**config.mk**
```make
export PLATFORM = sky130hd
export DESIGN_NAME = csiat_top
export DESIGN_NICKNAME = d
export VERILOG_FILES = /design/src/hdl/csiat_pkg.sv /design/src/hdl/csiat_top.sv /design/src/hdl/csiat_sync3.sv
export VERILOG_INCLUDE_DIRS = /design/src /design/src/hdl
export SDC_FILE = /design/constraint.sdc
export NUM_CORES = 1
export LEC_CHECK = 0
export BUFFER_PORTS_ARGS = -buffer_cell sky130_fd_sc_hd__buf_2
export CAP_MARGIN = 15
export CORE_MARGIN = 10
export CORE_UTILIZATION = 40
export CTS_BUF_LIST = sky130_fd_sc_hd__clkbuf_4
export DETAILED_ROUTE_END_ITERATION = 8
export GPL_ROUTABILITY_DRIVEN = 0
export PLACE_DENSITY = 0.59
export SYNTH_ARGS = -nofsm -noshare
export SYNTH_HDL_FRONTEND = slang
export SYNTH_SLANG_ARGS = --single-unit
```
**constraint.sdc**
```tcl
create_clock -name aclk -period 4.92 [get_ports aclk]
set_clock_uncertainty 0.2 [all_clocks]
set_input_delay 0.984 -clock aclk [delete_from_list [all_inputs] [get_ports aclk]]
set_output_delay 0.984 -clock aclk [all_outputs]
set_load 0.02 [all_outputs]
```
**src/hdl/csiat_regs.svh**
```systemverilog
`ifndef CSIAT_REGS_SVH
`define CSIAT_REGS_SVH

// ----------------------------------------
// Register byte offsets
// ----------------------------------------
`define CSIAT_OFF_MODE 8'h00
`define CSIAT_OFF_TRIG 8'h04
`define CSIAT_OFF_STAT 8'h08
`define CSIAT_OFF_ENDPTR 8'h0C
`define CSIAT_OFF_ADDRCNT 8'h10
`define CSIAT_OFF_IVL 8'h14
`define CSIAT_OFF_DIV 8'h18
`define CSIAT_OFF_IRQ_STAT 8'h1C
`define CSIAT_OFF_IRQ_MASK 8'h20
// Buffer words live where address bit 7 is set
`define CSIAT_BUF_SEL_BIT 7

// ----------------------------------------
// Field positions
// ----------------------------------------
`define CSIAT_MODE_UEN 0
`define CSIAT_MODE_ATE 1
`define CSIAT_MODE_RPT 2
`define CSIAT_MODE_TXE 3
`define CSIAT_MODE_RXE 4
`define CSIAT_MODE_DIR 5
`define CSIAT_TRIG_START 0
`define CSIAT_TRIG_STOP 1
`define CSIAT_IRQ_DONE 0
`define CSIAT_IRQ_SUSP 1

// ----------------------------------------
// Reset values and responses
// ----------------------------------------
`define CSIAT_MODE_RST 6'h00
`define CSIAT_ENDPTR_RST 5'h00
`define CSIAT_IVL_RST 6'h00
`define CSIAT_DIV_RST 8'h04
`define CSIAT_IRQ_RST 2'h0
`define CSIAT_RESP_OKAY 2'h0
`define CSIAT_RESP_SLVERR 2'h2
`define CSIAT_BYTE_LAST_BIT 3'h7

`endif

```
**src/hdl/csiat_pkg.sv**
```systemverilog
package csiat_pkg;

    typedef enum logic [2:0] {
        ST_IDLE  = 3'b000,
        ST_LOAD  = 3'b001,
        ST_SHIFT = 3'b010,
        ST_NEXT  = 3'b011,
        ST_GAP   = 3'b100
    } csiat_state_t;

endpackage

```
**src/hdl/csiat_top.sv**
```systemverilog
// The placing of the registers and the AXI4-Lite register port were decided locally.
`timescale 1ns/10ps
`default_nettype none
`include "csiat_regs.svh"

module csiat_top (
    // Clock and reset
    input wire logic aclk,
    input wire logic aresetn,
    // AXI4-Lite write address
    input wire logic [7:0] s_axi_awaddr,
    input wire logic s_axi_awvalid,
    output logic s_axi_awready,
    // AXI4-Lite write data
    input wire logic [31:0] s_axi_wdata,
    input wire logic [3:0] s_axi_wstrb,
    input wire logic s_axi_wvalid,
    output logic s_axi_wready,
    // AXI4-Lite write response
    output logic [1:0] s_axi_bresp,
    output logic s_axi_bvalid,
    input wire logic s_axi_bready,
    // AXI4-Lite read address
    input wire logic [7:0] s_axi_araddr,
    input wire logic s_axi_arvalid,
    output logic s_axi_arready,
    // AXI4-Lite read data
    output logic [31:0] s_axi_rdata,
    output logic [1:0] s_axi_rresp,
    output logic s_axi_rvalid,
    input wire logic s_axi_rready,
    // Processor state
    input wire logic cpu_halt,
    // Serial pins
    output logic serial_clock_pin,
    output logic serial_data_out,
    input wire logic serial_data_in,
    output logic port_mode,
    // Interrupt
    output logic transfer_done_irq
);
    // ----------------------------------------
    // Declarations
    // ----------------------------------------
    logic aw_held_q, w_held_q, wr_fire, wr_lane0, rd_err, wr_err;
    logic [7:0] aw_addr_q, divisor_q;
    logic [31:0] w_data_q, rd_data;
    logic [3:0] w_strb_q;
    logic [5:0] mode_q, byte_interval_setting_q;
    logic [4:0] end_address_pointer_q, buffer_address_counter_q;
    logic [1:0] irq_stat_q, irq_stat_d, irq_mask_q;
    logic [7:0] buf_mem [0:31];
    csiat_pkg::csiat_state_t state_q;
    logic [2:0] bit_q;
    logic [7:0] serial_shift_register_q, div_q;
    logic [6:0] gap_q;
    logic phase_q, transfer_busy_flag_q, stop_q, done_ev_q, susp_ev_q, si_sync;
    logic tick, start_wr, stop_wr, start_ok, last_byte, lsb_first;
    // ----------------------------------------
    // Serial data input synchroniser
    // ----------------------------------------
    csiat_sync3 u_si_sync (.aclk(aclk), .aresetn(aresetn), .din(serial_data_in), .dout(si_sync));
    // ----------------------------------------
    // AXI4-Lite write channel
    // ----------------------------------------
    assign wr_fire = aw_held_q && w_held_q && !s_axi_bvalid;
    assign wr_lane0 = wr_fire && w_strb_q[0];
    // Every mapped control register is an aligned word at or below the last control offset
    assign wr_err = !aw_addr_q[`CSIAT_BUF_SEL_BIT] && (aw_addr_q > `CSIAT_OFF_IRQ_MASK || aw_addr_q[1:0] != 2'h0);
    always_ff @(posedge aclk) begin
        if (!aresetn) begin
            aw_held_q <= 1'b0;
            aw_addr_q <= 8'h00;
            s_axi_awready <= 1'b1;
        end else if (s_axi_bvalid && s_axi_bready) begin
            aw_held_q <= 1'b0;
            s_axi_awready <= 1'b1;
        end else if (s_axi_awvalid && s_axi_awready) begin
            aw_held_q <= 1'b1;
            aw_addr_q <= s_axi_awaddr;
            s_axi_awready <= 1'b0;
        end
    end
    always_ff @(posedge aclk) begin
        if (!aresetn) begin
            w_held_q <= 1'b0;
            w_data_q <= 32'h0000_0000;
            w_strb_q <= 4'h0;
            s_axi_wready <= 1'b1;
        end else if (s_axi_bvalid && s_axi_bready) begin
            w_held_q <= 1'b0;
            s_axi_wready <= 1'b1;
        end else if (s_axi_wvalid && s_axi_wready) begin
            w_held_q <= 1'b1;
            w_data_q <= s_axi_wdata;
            w_strb_q <= s_axi_wstrb;
            s_axi_wready <= 1'b0;
        end
    end
    always_ff @(posedge aclk) begin
        if (!aresetn) begin
            s_axi_bvalid <= 1'b0;
            s_axi_bresp <= `CSIAT_RESP_OKAY;
        end else if (wr_fire) begin
            s_axi_bvalid <= 1'b1;
            s_axi_bresp <= wr_err ? `CSIAT_RESP_SLVERR : `CSIAT_RESP_OKAY;
        end else if (s_axi_bready) begin
            s_axi_bvalid <= 1'b0;
        end
    end
    // ----------------------------------------
    // Control registers
    // ----------------------------------------
    always_ff @(posedge aclk) begin
        if (!aresetn) begin
            mode_q <= `CSIAT_MODE_RST;
            end_address_pointer_q <= `CSIAT_ENDPTR_RST;
            byte_interval_setting_q <= `CSIAT_IVL_RST;
            divisor_q <= `CSIAT_DIV_RST;
            irq_mask_q <= `CSIAT_IRQ_RST;
        end else if (wr_lane0) begin
            case (aw_addr_q)
                `CSIAT_OFF_MODE: mode_q <= w_data_q[5:0];
                `CSIAT_OFF_ENDPTR: end_address_pointer_q <= w_data_q[4:0];
                `CSIAT_OFF_IVL: begin
                    // Interval is frozen while a run is busy, so a byte gap never changes length mid-run
                    if (!transfer_busy_flag_q) begin
                        byte_interval_setting_q <= w_data_q[5:0];
                    end
                end
                `CSIAT_OFF_DIV: divisor_q <= w_data_q[7:0];
                `CSIAT_OFF_IRQ_MASK: irq_mask_q <= w_data_q[1:0];
                default: ;
            endcase
        end
    end
    assign start_wr = wr_lane0 && (aw_addr_q == `CSIAT_OFF_TRIG) && w_data_q[`CSIAT_TRIG_START];
    assign stop_wr = wr_lane0 && (aw_addr_q == `CSIAT_OFF_TRIG) && w_data_q[`CSIAT_TRIG_STOP];
    // ----------------------------------------
    // Buffer memory
    // ----------------------------------------
    always_ff @(posedge aclk) begin
        if (wr_lane0 && aw_addr_q[`CSIAT_BUF_SEL_BIT]) begin
            buf_mem[aw_addr_q[6:2]] <= w_data_q[7:0];
        end
        // Engine write comes last so it wins a same-cycle collision
        if (state_q == csiat_pkg::ST_NEXT && mode_q[`CSIAT_MODE_RXE]) begin
            buf_mem[buffer_address_counter_q] <= serial_shift_register_q;
        end
    end
    // ----------------------------------------
    // AXI4-Lite read channel
    // ----------------------------------------
    always_comb begin
        rd_data = 32'h0000_0000;
        rd_err = 1'b0;
        if (s_axi_araddr[`CSIAT_BUF_SEL_BIT]) begin
            rd_data[7:0] = buf_mem[s_axi_araddr[6:2]];
        end else begin
            case (s_axi_araddr)
                `CSIAT_OFF_MODE: rd_data[5:0] = mode_q;
                `CSIAT_OFF_TRIG: rd_data = 32'h0000_0000;
                `CSIAT_OFF_STAT: rd_data[1:0] = {stop_q, transfer_busy_flag_q};
                `CSIAT_OFF_ENDPTR: rd_data[4:0] = end_address_pointer_q;
                `CSIAT_OFF_ADDRCNT: rd_data[4:0] = buffer_address_counter_q;
                `CSIAT_OFF_IVL: rd_data[5:0] = byte_interval_setting_q;
                `CSIAT_OFF_DIV: rd_data[7:0] = divisor_q;
                `CSIAT_OFF_IRQ_STAT: rd_data[1:0] = irq_stat_q;
                `CSIAT_OFF_IRQ_MASK: rd_data[1:0] = irq_mask_q;
                default: rd_err = 1'b1;
            endcase
        end
    end
    always_ff @(posedge aclk) begin
        if (!aresetn) begin
            s_axi_arready <= 1'b1;
            s_axi_rvalid <= 1'b0;
            s_axi_rdata <= 32'h0000_0000;
            s_axi_rresp <= `CSIAT_RESP_OKAY;
        end else if (s_axi_arvalid && s_axi_arready) begin
            s_axi_arready <= 1'b0;
            s_axi_rvalid <= 1'b1;
            s_axi_rdata <= rd_data;
            s_axi_rresp <= rd_err ? `CSIAT_RESP_SLVERR : `CSIAT_RESP_OKAY;
        end else if (s_axi_rvalid && s_axi_rready) begin
            s_axi_rvalid <= 1'b0;
            s_axi_arready <= 1'b1;
        end
    end
    // ----------------------------------------
    // Transfer clock divider
    // ----------------------------------------
    assign tick = (div_q == 8'h00);
    always_ff @(posedge aclk) begin
        if (!aresetn) begin
            div_q <= `CSIAT_DIV_RST;
        end else if ((state_q == csiat_pkg::ST_SHIFT || state_q == csiat_pkg::ST_GAP) && !tick) begin
            div_q <= div_q - 8'h01;
        end else begin
            div_q <= divisor_q;
        end
    end
    // ----------------------------------------
    // Automatic transfer engine
    // ----------------------------------------
    assign start_ok = start_wr && mode_q[`CSIAT_MODE_UEN] && mode_q[`CSIAT_MODE_ATE]
                      && mode_q[`CSIAT_MODE_TXE];
    assign last_byte = (buffer_address_counter_q == end_address_pointer_q);
    assign lsb_first = mode_q[`CSIAT_MODE_DIR];
    always_ff @(posedge aclk) begin
        if (!aresetn) begin
            state_q <= csiat_pkg::ST_IDLE;
            buffer_address_counter_q <= 5'h00;
            bit_q <= 3'h0;
            phase_q <= 1'b0;
            serial_shift_register_q <= 8'h00;
            gap_q <= 7'h00;
            transfer_busy_flag_q <= 1'b0;
            serial_clock_pin <= 1'b1;
            serial_data_out <= 1'b1;
            port_mode <= 1'b1;
            done_ev_q <= 1'b0;
            susp_ev_q <= 1'b0;
        end else begin
            done_ev_q <= 1'b0;
            susp_ev_q <= 1'b0;
            if (!mode_q[`CSIAT_MODE_UEN]) begin
                // Unit disable is a hard stop: the byte is dropped and no event is raised
                state_q <= csiat_pkg::ST_IDLE;
                buffer_address_counter_q <= 5'h00;
                transfer_busy_flag_q <= 1'b0;
                serial_clock_pin <= 1'b1;
                port_mode <= 1'b1;
            end else begin
                case (state_q)
                    csiat_pkg::ST_IDLE: begin
                        if (start_ok) begin
                            state_q <= csiat_pkg::ST_LOAD;
                            transfer_busy_flag_q <= 1'b1;
                            port_mode <= 1'b0;
                        end
                    end
                    csiat_pkg::ST_LOAD: begin
                        serial_shift_register_q <= buf_mem[buffer_address_counter_q];
                        bit_q <= 3'h0;
                        phase_q <= 1'b0;
                        state_q <= csiat_pkg::ST_SHIFT;
                    end
                    csiat_pkg::ST_SHIFT: begin
                        if (tick) begin
                            if (!phase_q) begin
                                serial_clock_pin <= 1'b0;
                                // Data only moves on the falling clock edge
                                serial_data_out <= lsb_first ? serial_shift_register_q[0]
                                                             : serial_shift_register_q[7];
                                phase_q <= 1'b1;
                            end else begin
                                serial_clock_pin <= 1'b1;
                                phase_q <= 1'b0;
                                serial_shift_register_q <= lsb_first ? {si_sync, serial_shift_register_q[7:1]}
                                    : {serial_shift_register_q[6:0], si_sync};
                                if (bit_q == `CSIAT_BYTE_LAST_BIT) begin
                                    state_q <= csiat_pkg::ST_NEXT;
                                end else begin
                                    bit_q <= bit_q + 3'h1;
                                end
                            end
                        end
                    end
                    csiat_pkg::ST_NEXT: begin
                        if (last_byte && !mode_q[`CSIAT_MODE_RPT]) begin
                            done_ev_q <= 1'b1;
                            transfer_busy_flag_q <= 1'b0;
                            port_mode <= 1'b1;
                            buffer_address_counter_q <= 5'h00;
                            state_q <= csiat_pkg::ST_IDLE;
                        end else begin
                            // Repeat wraps silently to the first byte
                            buffer_address_counter_q <= last_byte ? 5'h00
                                                        : buffer_address_counter_q + 5'h01;
                            // A pending stop takes effect on the first gap cycle, so no byte is cut
                            gap_q <= {byte_interval_setting_q, 1'b0};
                            state_q <= csiat_pkg::ST_GAP;
                        end
                    end
                    csiat_pkg::ST_GAP: begin
                        if (stop_q) begin
                            susp_ev_q <= 1'b1;
                            transfer_busy_flag_q <= 1'b0;
                            port_mode <= 1'b1;
                            state_q <= csiat_pkg::ST_IDLE;
                        end else if (cpu_halt) begin
                            // Halt parks the engine between bytes; it resumes on release
                            state_q <= csiat_pkg::ST_GAP;
                        end else if (gap_q == 7'h00) begin
                            state_q <= csiat_pkg::ST_LOAD;
                        end else if (tick) begin
                            gap_q <= gap_q - 7'h01;
                        end
                    end
                    default: state_q <= csiat_pkg::ST_IDLE;
                endcase
            end
        end
    end
    // ----------------------------------------
    // Stop request
    // ----------------------------------------
    always_ff @(posedge aclk) begin
        if (!aresetn) begin
            stop_q <= 1'b0;
        end else if (stop_wr && transfer_busy_flag_q) begin
            stop_q <= 1'b1;
        end else if (!transfer_busy_flag_q) begin
            stop_q <= 1'b0;
        end
    end
    // ----------------------------------------
    // Interrupt status and output
    // ----------------------------------------
    always_comb begin
        irq_stat_d = irq_stat_q;
        if (wr_lane0 && aw_addr_q == `CSIAT_OFF_IRQ_STAT) begin
            irq_stat_d = irq_stat_d & ~w_data_q[1:0];
        end
        // A new event wins over a same-cycle clear
        irq_stat_d[`CSIAT_IRQ_DONE] = irq_stat_d[`CSIAT_IRQ_DONE] | done_ev_q;
        irq_stat_d[`CSIAT_IRQ_SUSP] = irq_stat_d[`CSIAT_IRQ_SUSP] | susp_ev_q;
    end
    always_ff @(posedge aclk) begin
        if (!aresetn) begin
            irq_stat_q <= `CSIAT_IRQ_RST;
            transfer_done_irq <= 1'b0;
        end else begin
            irq_stat_q <= irq_stat_d;
            transfer_done_irq <= |(irq_stat_d & irq_mask_q);
        end
    end

endmodule

`default_nettype wire

```
**src/hdl/csiat_sync3.sv**
```systemverilog
`timescale 1ns/10ps
`default_nettype none

module csiat_sync3 (
    // Clock and reset
    input wire logic aclk,
    input wire logic aresetn,
    // Asynchronous level in, filtered level out
    input wire logic din,
    output logic dout
);

    logic s1_q;
    logic s2_q;
    logic s3_q;

    always_ff @(posedge aclk) begin
        if (!aresetn) begin
            s1_q <= 1'b0;
            s2_q <= 1'b0;
            s3_q <= 1'b0;
        end else begin
            s1_q <= din;
            s2_q <= s1_q;
            s3_q <= s2_q;
        end
    end

    // A change counts only once the second and third stages agree
    always_ff @(posedge aclk) begin
        if (!aresetn) begin
            dout <= 1'b0;
        end else if (s2_q == s3_q) begin
            dout <= s3_q;
        end
    end

endmodule

`default_nettype wire

```
Word-level counts from Yosys, hierarchy flattened
Memories as Yosys holds them, arrays and structs flattened. A register that Yosys moved wholly into a read port is not among the register bits. Index checks and enable logic that the tools add are counted. W data, S select, Z words.

Register bits: 112. Memory bits (writable): 256. Input port bits: 61. Output and inout bits: 45. Logic and storage cells: 212. Memories: 1.

Add/sub/neg operators: 4. $lt $le $gt $ge: 1. Equal/unequal tests: 35. Multiplexer cells: 65. Bitwise logic cells: 9. Reduce and logical (&&, ||, !) cells: 59.

Memories: buf_mem (words 32, width 8, rd ports 2, clocked after Yosys merged registers in 1, wr ports 2, RTL line csiat_top.sv:52) `logic [7:0] buf_mem [0:31];`.

Operators with widths (number): $eq A8 B5 Y1 const B (7); $mux W8 (5); $mux W7 (5); $mux W3 (11); $pmux W3 S5 (2); $mux W1 (26); $eq A8 B4 Y1 const B (3); $logic_not A8 Y1 (3); $logic_and A1 B1 Y1 (21); $mux W5 (4); $ne A2 B2 Y1 const B (10); $eq A8 B3 Y1 const B (2); $eq A8 B6 Y1 const B (2); $pmux W2 S8 (1); $pmux W8 S2 (1); $reduce_and A2 Y1 (8); $pmux W7 S2 (1); $reduce_and A3 Y1 (4); $reduce_and A4 Y1 (3); $reduce_and A5 Y1 (2); $reduce_bool A2 Y1 (5); $pmux W1 S3 (3); $reduce_or A9 Y1 (1); $gt A8 B6 Y1 const B (1); other kinds (25) (42).

Logic depth before layout (Yosys ltp)
Gate-level depths: netlist of the first run.

Depth after elaboration: 10. Depth in mapped cells: 8. Depth with buffers taken out: 7.

Modules after synthesis
Synthesis of the first run repeated with hierarchy kept, for this count alone.

Cells, all modules: 1635. Area, all modules: 21172.8 um^2.

Modules (own cells, without submodules): csiat_top (times used 1, cells an instance 1625, area each 21056.4 um^2, seq. area each 9909.5 um^2); csiat_sync3 (times used 1, cells an instance 10, area each 116.4 um^2, seq. area each 80.1 um^2).

Least setup slack after synthesis of the first run
OpenSTA, ideal clock, no wires.

Path kind: input to register. Start: input port s_axi_araddr[3]. End: register s_axi_rdata[3]. Setup time: 0.123 ns. Data arrival time: 2.458 ns. Data required time: 4.597 ns. Setup slack: 2.139 ns. Stages on the path: 7. Path buffers: 3. Cells stage by stage: buf_4 -> buf_4 -> buf_2 -> mux4_2 -> a2111oi_0 -> nor3_1 -> o2bb2ai_1.

Longest elaborated chain between the ends: 3. Elaborated cells on any way between the ends: 8. Classes of those cells: 4 x eq/ne; 2 x mux; 1 x reduce/logical; 1 x memory.

Ends and longest elaborated chain: start, declared (RTL line csiat_top.sv:24) `input wire logic [7:0] s_axi_araddr,`; parallel branches: the longest is 2 deep, another holds $mem_v2 Z32 W8; $mux W8 * (RTL line csiat_top.sv:157) `` if (s_axi_araddr[`CSIAT_BUF_SEL_BIT]) begin ``; end signal, assigned (RTL line csiat_top.sv:183) `s_axi_rdata <= rd_data;`; end, declared (RTL line csiat_top.sv:28) `output logic [31:0] s_axi_rdata,`.

Every way passes the cells marked *. A chain may end at the register's enable or synchronous reset.

==> metrics.md, run 1 <==
| Metric | Value |
|---|---|
| Status | `completed` |
| Root Buffer | `clkbuf_4` |
| # DRC | `0` |
| Final TNS setup | `0 ns` |
| Layout overhead on the synthesized area | `10.7%` |
| DRT antenna net count | `0` |
| DP HPWL | `44.7 mm` |
| Cts repair resizes | `0` |
| Die ar. | `0.0618 mm²` |
| Max_cap viols | `0` |
| Crit share post-route | `0.758` |
| Slew Limit Fails | `0` |
| Flop pwr share | `0.498` |
| # H-tree levels | `3` |
| PwrDens | `294 mW/mm²` |
| Io pins | `106` |
| Hold Crit Class | `in -> reg` |
| Initial Utilization | `0.406` |
| Via count | `15138` |
| YS warnings | `0` |
| Critical Path Source Type | `flip-flop` |
| Die extent in y | `249 µm` |
| Leak | `0.00847 µW` |
| Count of standard-cell rows | `83` |
| Setup WS post-layout | `1.19 ns` |
| Vias per inst | `6.14` |
| CTS buffer count | `103` |
| Mapped Avg Cell Area | `12.8 µm²` |
| Placement Setup Slack | `1.25 ns` |
| Port bufs | `52` |
| DR WL/cell | `27.1 µm` |
| Fin util | `0.449` |
| Longest Clk Path Bufs | `3` |
| Post-CTS Repair Setup Buffers | `0` |
| CP required | `5.17 ns` |
| Slew at the pin closest to its max-slew limit | `1.29 ns` |
| CTS tree | `built` |
| Cts hold-fix bufs | `0` |
| Slew HR | `0.138` |
| Async set-reset flop share out of synthesis | `0` |
| Nets | `1780` |
| Final hold violation count | `0` |
| Core area | `0.0515 mm²` |
| Crit path max fanout | `13` |
| Clk sinks | `371` |
| CP max-delay cell | `o21ai_1` |
| Initial antenna violation count | `1` |
| Fmax | `268 MHz` |
| Drt pass-1 iters | `8` |
| Die width | `249 µm` |
| Sequential fraction of the synthesis area | `0.478` |
| Drt first-iter violations | `1648` |
| Combinational group share of total power | `0.072` |
| CP peak stage delay | `0.82 ns` |
| Vias in the first global route | `14858` |
| Pint | `5110 µW` |
| Clk pwr share | `0.430` |
| Worst-Skew Late Latency | `0.89 ns` |
| Setup-failing EPs final | `0` |
| Clock transition at the registers of the reported paths | `0.07 ns` |
| Worst path cell trace | `and3b_1 > and3_1 > nand2_1 > o21ai_1` |
| Unrepaired setup endpoints after global routing | `false` |
| Remaining Overflow, GRT | `0` |
| Post-route minimum period | `3.73 ns` |
| Peak supply drop | `183 µV` |
| Critical path class | `reg -> reg` |
| First-pass GRT wire length | `98.9 mm` |
| Sw Share | `0.249` |
| Largest net degree at the start of global routing | `57` |
| EDFF count, synth | `256` |
| Total GRT Usage | `0.209` |
| Psw | `1690 µW` |
| Yosys cell types | `70` |
| Yosys reg bits | `371` |
| Synth Instances | `1636` |
| Largest delay share family, worst path | `simple AND/OR/NAND/NOR gates` |
| Buf/Inv on CP | `0` |
| Share of cells above drive strength 1 | `0.384` |
| Final WL | `66.9 mm` |
| Synthesized area | `0.0209 mm²` |
| Synth Flop Type | `edfxtp_1` |
| Crit. End Element | `flip-flop` |
| WP data arrival | `3.98 ns` |
cell families after synthesis:
kind of cell	Yosys count	share of synthesized area
buffers and inverters	187	0.0424
DFF	371	0.478
and+or+nand+nor	347	0.0829
xor gates and xnor gates	14	0.00587
muxes	463	0.307
other	1	0.000179
AOI/OAI and AO/OA	243	0.0774
adders and majority gates	10	0.00599
metal layers:
metal / GRT usage / up-vias / wire length, µm
li1: - / 6513 / -
met2: 0.323 / 810 / 30700
met5: 0 / - / 0
met1: 0.279 / 7658 / 27700
met3: 0.0497 / 157 / 6250
met4: 0.0849 / 0 / 2230
synthesized netlist by cell type, types with 13 or more instances:
cell type  count  area share
nor3_1        13      0.0031
dfxtp_1      115        0.11
mux4_2       116        0.13
buf_4         36       0.013
mux2i_1       80       0.038
nor2_1        85       0.015
nand3_1       39      0.0093
edfxtp_1     256        0.37
nand2_1      107       0.019
nor2b_1       16      0.0048
buf_2         34      0.0081
clkbuf_1      94       0.017
inv_1         16      0.0029
mux2_2       267        0.14
o21ai_0       65       0.016
a211oi_1      15      0.0054
a21oi_1       48       0.011
worst register-to-register path: stages (launching register included):
cell and delay (ns):
dfxtp_1 0.57, and3b_1 0.56, and3_1 0.63, nand2_1 0.54, o21ai_1 0.82
stage by stage:
step	instance area [µm²]	std cells	power (µW)	hold slack, ns
2_1_floorplan	21000	1661	3800	0.212
3_3_place_gp	21800	2284	3920	0.235
3_5_place_dp	21800	2284	3930	0.235
4_1_cts	23100	2463	6840	0.0679
5_1_grt	23100	2465	7060	0.0918
6_report	23100	2465	6800	0.137
sequential cells by signal, indices dropped and copies added (netlist names), 2 cells and up, named ones only:
name,cells
bit_q,3
s_axi_rdata,8
end_address_pointer_q,5
state_q,3
byte_interval_setting_q,6
div_q,8
w_data_q,8
buffer_address_counter_q,5
aw_addr_q,8
gap_q,7
irq_mask_q,2
irq_stat_q,2
divisor_q,8
serial_shift_register_q,8
mode_q,6
buf_mem,256
cell usage in the layout, fill, tap and decap left out, types with 6 or more instances in the layout:
cell type,count
nand2b_1,10
a32oi_1,8
nand3b_1,6
edfxtp_1,256
ha_1,10
conb_1,26
o311ai_0,6
clkinv_1,19
a21oi_1,48
inv_1,15
o21ai_0,62
nor3_1,13
and3_1,10
and2_1,9
dfxtp_1,108
nor2b_1,16
buf_4,62
mux2_2,267
buf_2,50
nor2_1,85
a32o_1,9
o211ai_1,10
nand4_1,11
o22ai_1,11
mux4_2,116
nand3_1,39
mux2i_1,80
a22oi_1,8
nand2_1,107
nor3b_1,8
a221oi_1,8
a21boi_0,9
clkbuf_4,151
a211oi_1,15
xor2_1,12
a31oi_1,8
final timing paths:
check | start | end | slack, ns | depth (start not counted)
setup / recovery | state_q[0] | buf_mem[10][6] | 1.19 | 4
hold / removal | s_axi_awvalid | s_axi_awready | 0.14 | 2
setup reg to reg | state_q[0] | buf_mem[10][6] | 1.19 | 4
hold reg to reg | u_si_sync.s1_q | u_si_sync.s2_q | 0.26 | 1
power groups by stage:
| stage | clock network [µW] | registers (µW) | logic (µW) |
|---|---|---|---|
| 3_3_place_gp | 0 | 3450 | 472 |
| 6_report | 2920 | 3380 | 492 |
| 4_1_cts | 2970 | 3380 | 483 |
| 3_5_place_dp | 0 | 3450 | 482 |
| 2_1_floorplan | 0 | 3450 | 348 |
| 5_1_grt | 3160 | 3380 | 522 |
layout make-up:
cell class              count  area, µm²
inverters                  16       60.1
clock buffers             151       1130
well taps                 680        851
multi-input cells        1103      10100
flip-flops and latches    371      10000
fillers                  4851      28400
clock inverters            28        196
repair buffers            114        756
diodes                      2       5.00
No activity file was read; power rests on OpenSTA's default activity.
==> run 2, diff against run 1 <==
==> constraint.sdc (replaced) <==
create_clock -name aclk -period 3.7 [get_ports aclk]
set_clock_uncertainty 0.2 [all_clocks]
set_input_delay 0.74 -clock aclk [delete_from_list [all_inputs] [get_ports aclk]]
set_output_delay 0.74 -clock aclk [all_outputs]
set_load 0.02 [all_outputs]
==> run 2 against run 1 <==
  * Design area is 2.5% higher
  * Clock power is 26% higher
  * Global-route usage is 0.28 points higher
  * Critical endpoint is now buf_mem[5][4]
  * Highest routed layer unchanged
  * Critical path depth is 1 higher
  * Largest cell class unchanged
  * Cell count is 3.0% higher
  * Sequential cell count stayed put
  * Total power is 31% higher
  * Setup slack worse by 0.73 ns
  * Largest power group unchanged
==> metrics.md, run 2 (synthesis results as in run 1) <==
| Metric | Value |
|---|---|
| Max_cap viols | `0 (unchanged)` |
| Clock transition at the registers of the reported paths | `0.06 ns (about the same)` |
| Die ar. | `0.0618 mm² (unchanged)` |
| DP HPWL | `46.8 mm (+4.7%)` |
| Count of standard-cell rows | `83 (unchanged)` |
| Commonest non-fill, non-tap cells in the layout | `mux2_2, edfxtp_1, clkbuf_4, mux4_2` |
| Final hold violation count | `0 (unchanged)` |
| Largest net degree at the start of global routing | `60 (+5.3%)` |
| Crit. End Element | `flip-flop` |
| Via count | `15478 (+2.2%)` |
| # H-tree levels | `3 (unchanged)` |
| Post-route minimum period | `3.24 ns (-0.494 ns)` |
| Initial antenna violation count | `1 (unchanged)` |
| Layout overhead on the synthesized area | `13.5%` |
| Longest Clk Path Bufs | `3 (unchanged)` |
| Placement Setup Slack | `0.407 ns (-0.844 ns)` |
| Final WL | `68.0 mm (+1.7%)` |
| CTS buffer count | `100 (-2.9%)` |
| # DRC | `0 (unchanged)` |
| Crit share post-route | `0.875 (+0.117)` |
| Port bufs | `52 (unchanged)` |
| CTS tree | `built` |
| Placed inst area | `0.0222 mm² (+1.8%)` |
| Tot Pwr | `8880 µW (+31%)` |
| Slew Limit Fails | `0 (unchanged)` |
| Setup-failing EPs final | `0 (unchanged)` |
| WP data arrival | `3.57 ns (-0.41 ns)` |
| Core area | `0.0515 mm² (unchanged)` |
| Nets | `1855 (+4.2%)` |
| Remaining Overflow, GRT | `0 (unchanged)` |
| Root Buffer | `clkbuf_4` |
| Design area | `0.0237 mm² (+2.5%)` |
| Critical Path Source Type | `flip-flop` |
| Fillers | `4698 (-3.2%)` |
| Critical path class | `reg -> reg` |
| Vias per inst | `6.09 (-0.77%)` |
| Slew HR | `0.248 (+0.110)` |
| Slew at the pin closest to its max-slew limit | `1.12 ns (-0.174 ns)` |
| Initial Utilization | `0.406 (unchanged)` |
| Crit path max fanout | `12 (-1)` |
| CP required | `4.04 ns (-1.13 ns)` |
| Clk sinks | `371 (unchanged)` |
| Total GRT Usage | `0.212 (+0.00277)` |
| PwrDens | `374 mW/mm² (+27%)` |
| Io pins | `106 (unchanged)` |
| Most common cell after layout, fill and taps aside | `mux2_2` |
| Vias in the first global route | `14982 (+0.83%)` |
| Hold Crit Class | `in -> reg` |
| Peak supply drop | `176 µV (-3.9%)` |
| DR WL/cell | `26.8 µm (-1.3%)` |
| Status | `completed` |
| Worst-Skew Late Latency | `0.91 ns (+0.02 ns)` |
| DRT antenna net count | `0 (unchanged)` |
| Unrepaired setup endpoints after global routing | `false` |
| Die width | `249 µm (unchanged)` |
| Die extent in y | `249 µm (unchanged)` |
| Largest Register | `buf_mem` |
| Setup WS post-layout | `0.462 ns (-0.726 ns)` |
| First-pass GRT wire length | `99.9 mm (+1.0%)` |
| Placed Instances | `2334 (+2.2%)` |
| Number of flip-flops under the largest register name | `256 (unchanged)` |
| Drt first-iter violations | `1815 (+10%)` |
| Post-CTS Repair Setup Buffers | `0 (unchanged)` |
| Drt pass-1 iters | `5 (-3)` |
| Final TNS setup | `0 ns (unchanged)` |
| Share of cells above drive strength 1 | `0.394 (+0.00979)` |
| Fmax | `309 MHz (+15%)` |
| Layout Cells excl Fill | `2540 (+3.0%)` |
| Leak | `0.00880 µW (+3.9%)` |
run 2: changes by cell type in the layout (fill, tap and decap cells not counted), moves of 2 or more:
cell,change
clkinv_2,-2
bufinv_16,-3
o21ai_1,-3
dlygate4sd3_1,+26
buf_4,+49
inv_6,+5
o21ai_0,+3
dfxtp_1,+3
dfxtp_2,-3
buf_2,+2
clkbuf_4,-2
run 2: area by class of cell:
cell class	instances	area [µm²]	share of cell area
clock inverters	27	140	0.00591
diodes	2	5.00	0.000211
well taps	680	851	0.0359
flip-flops and latches	371	10000	0.422
clock buffers	149	1120	0.0472
inverters	16	60.1	0.00253
multi-input cells	1103	10100	0.427
repair buffers	192	1410	0.0596
run 2: timing repair:
item	in CTS	in global routing
gates resized for setup	0	0
hold endpoints to repair	27	0
hold buffers	26	0
run 2: routing by layer:
metal	wire length [µm]	vias to the layer above	GRT usage
met4	2560	0	0.0920
met3	6040	150	0.0370
li1	-	6669	-
met5	0	-	0
met2	31500	867	0.333
met1	27900	7792	0.283
run 2: where the power goes:
| group | internal, µW | total, µW | switching, µW |
|---|---|---|---|
| clock | 1850 | 3690 | 1840 |
| combinational | 295 | 667 | 372 |
| sequential | 4460 | 4520 | 59.0 |
| total | 6610 | 8880 | 2270 |
run 2: final timing paths:
| path | to | startpoint | slack, ns | cells after the start |
|---|---|---|---|---|
| max reg2reg | buf_mem[5][4] | state_q[0] | 0.46 | 5 |
| min | div_q[2] | aresetn | 0.16 | 2 |
| max | buf_mem[5][4] | state_q[0] | 0.46 | 5 |
| min reg2reg | u_si_sync.s2_q | u_si_sync.s1_q | 0.24 | 1 |
run 2: worst max-delay path, cell delays in order (launching register included):
cell and delay, ns:
dfxtp_1 0.58, and3b_1 0.49, and3_1 0.62, nand2_1 0.47, o21ai_0 0.29, buf_4 0.22
run 2: per-stage QoR:
| stage | utilization | hold slack [ns] |
|---|---|---|
| after floorplan | - | 0.212 |
| after global placement | 0.431 | 0.217 |
| after detailed placement | 0.431 | 0.221 |
| after CTS | 0.460 | 0.0724 |
| after global routing | 0.460 | 0.146 |
| final | 0.460 | 0.157 |
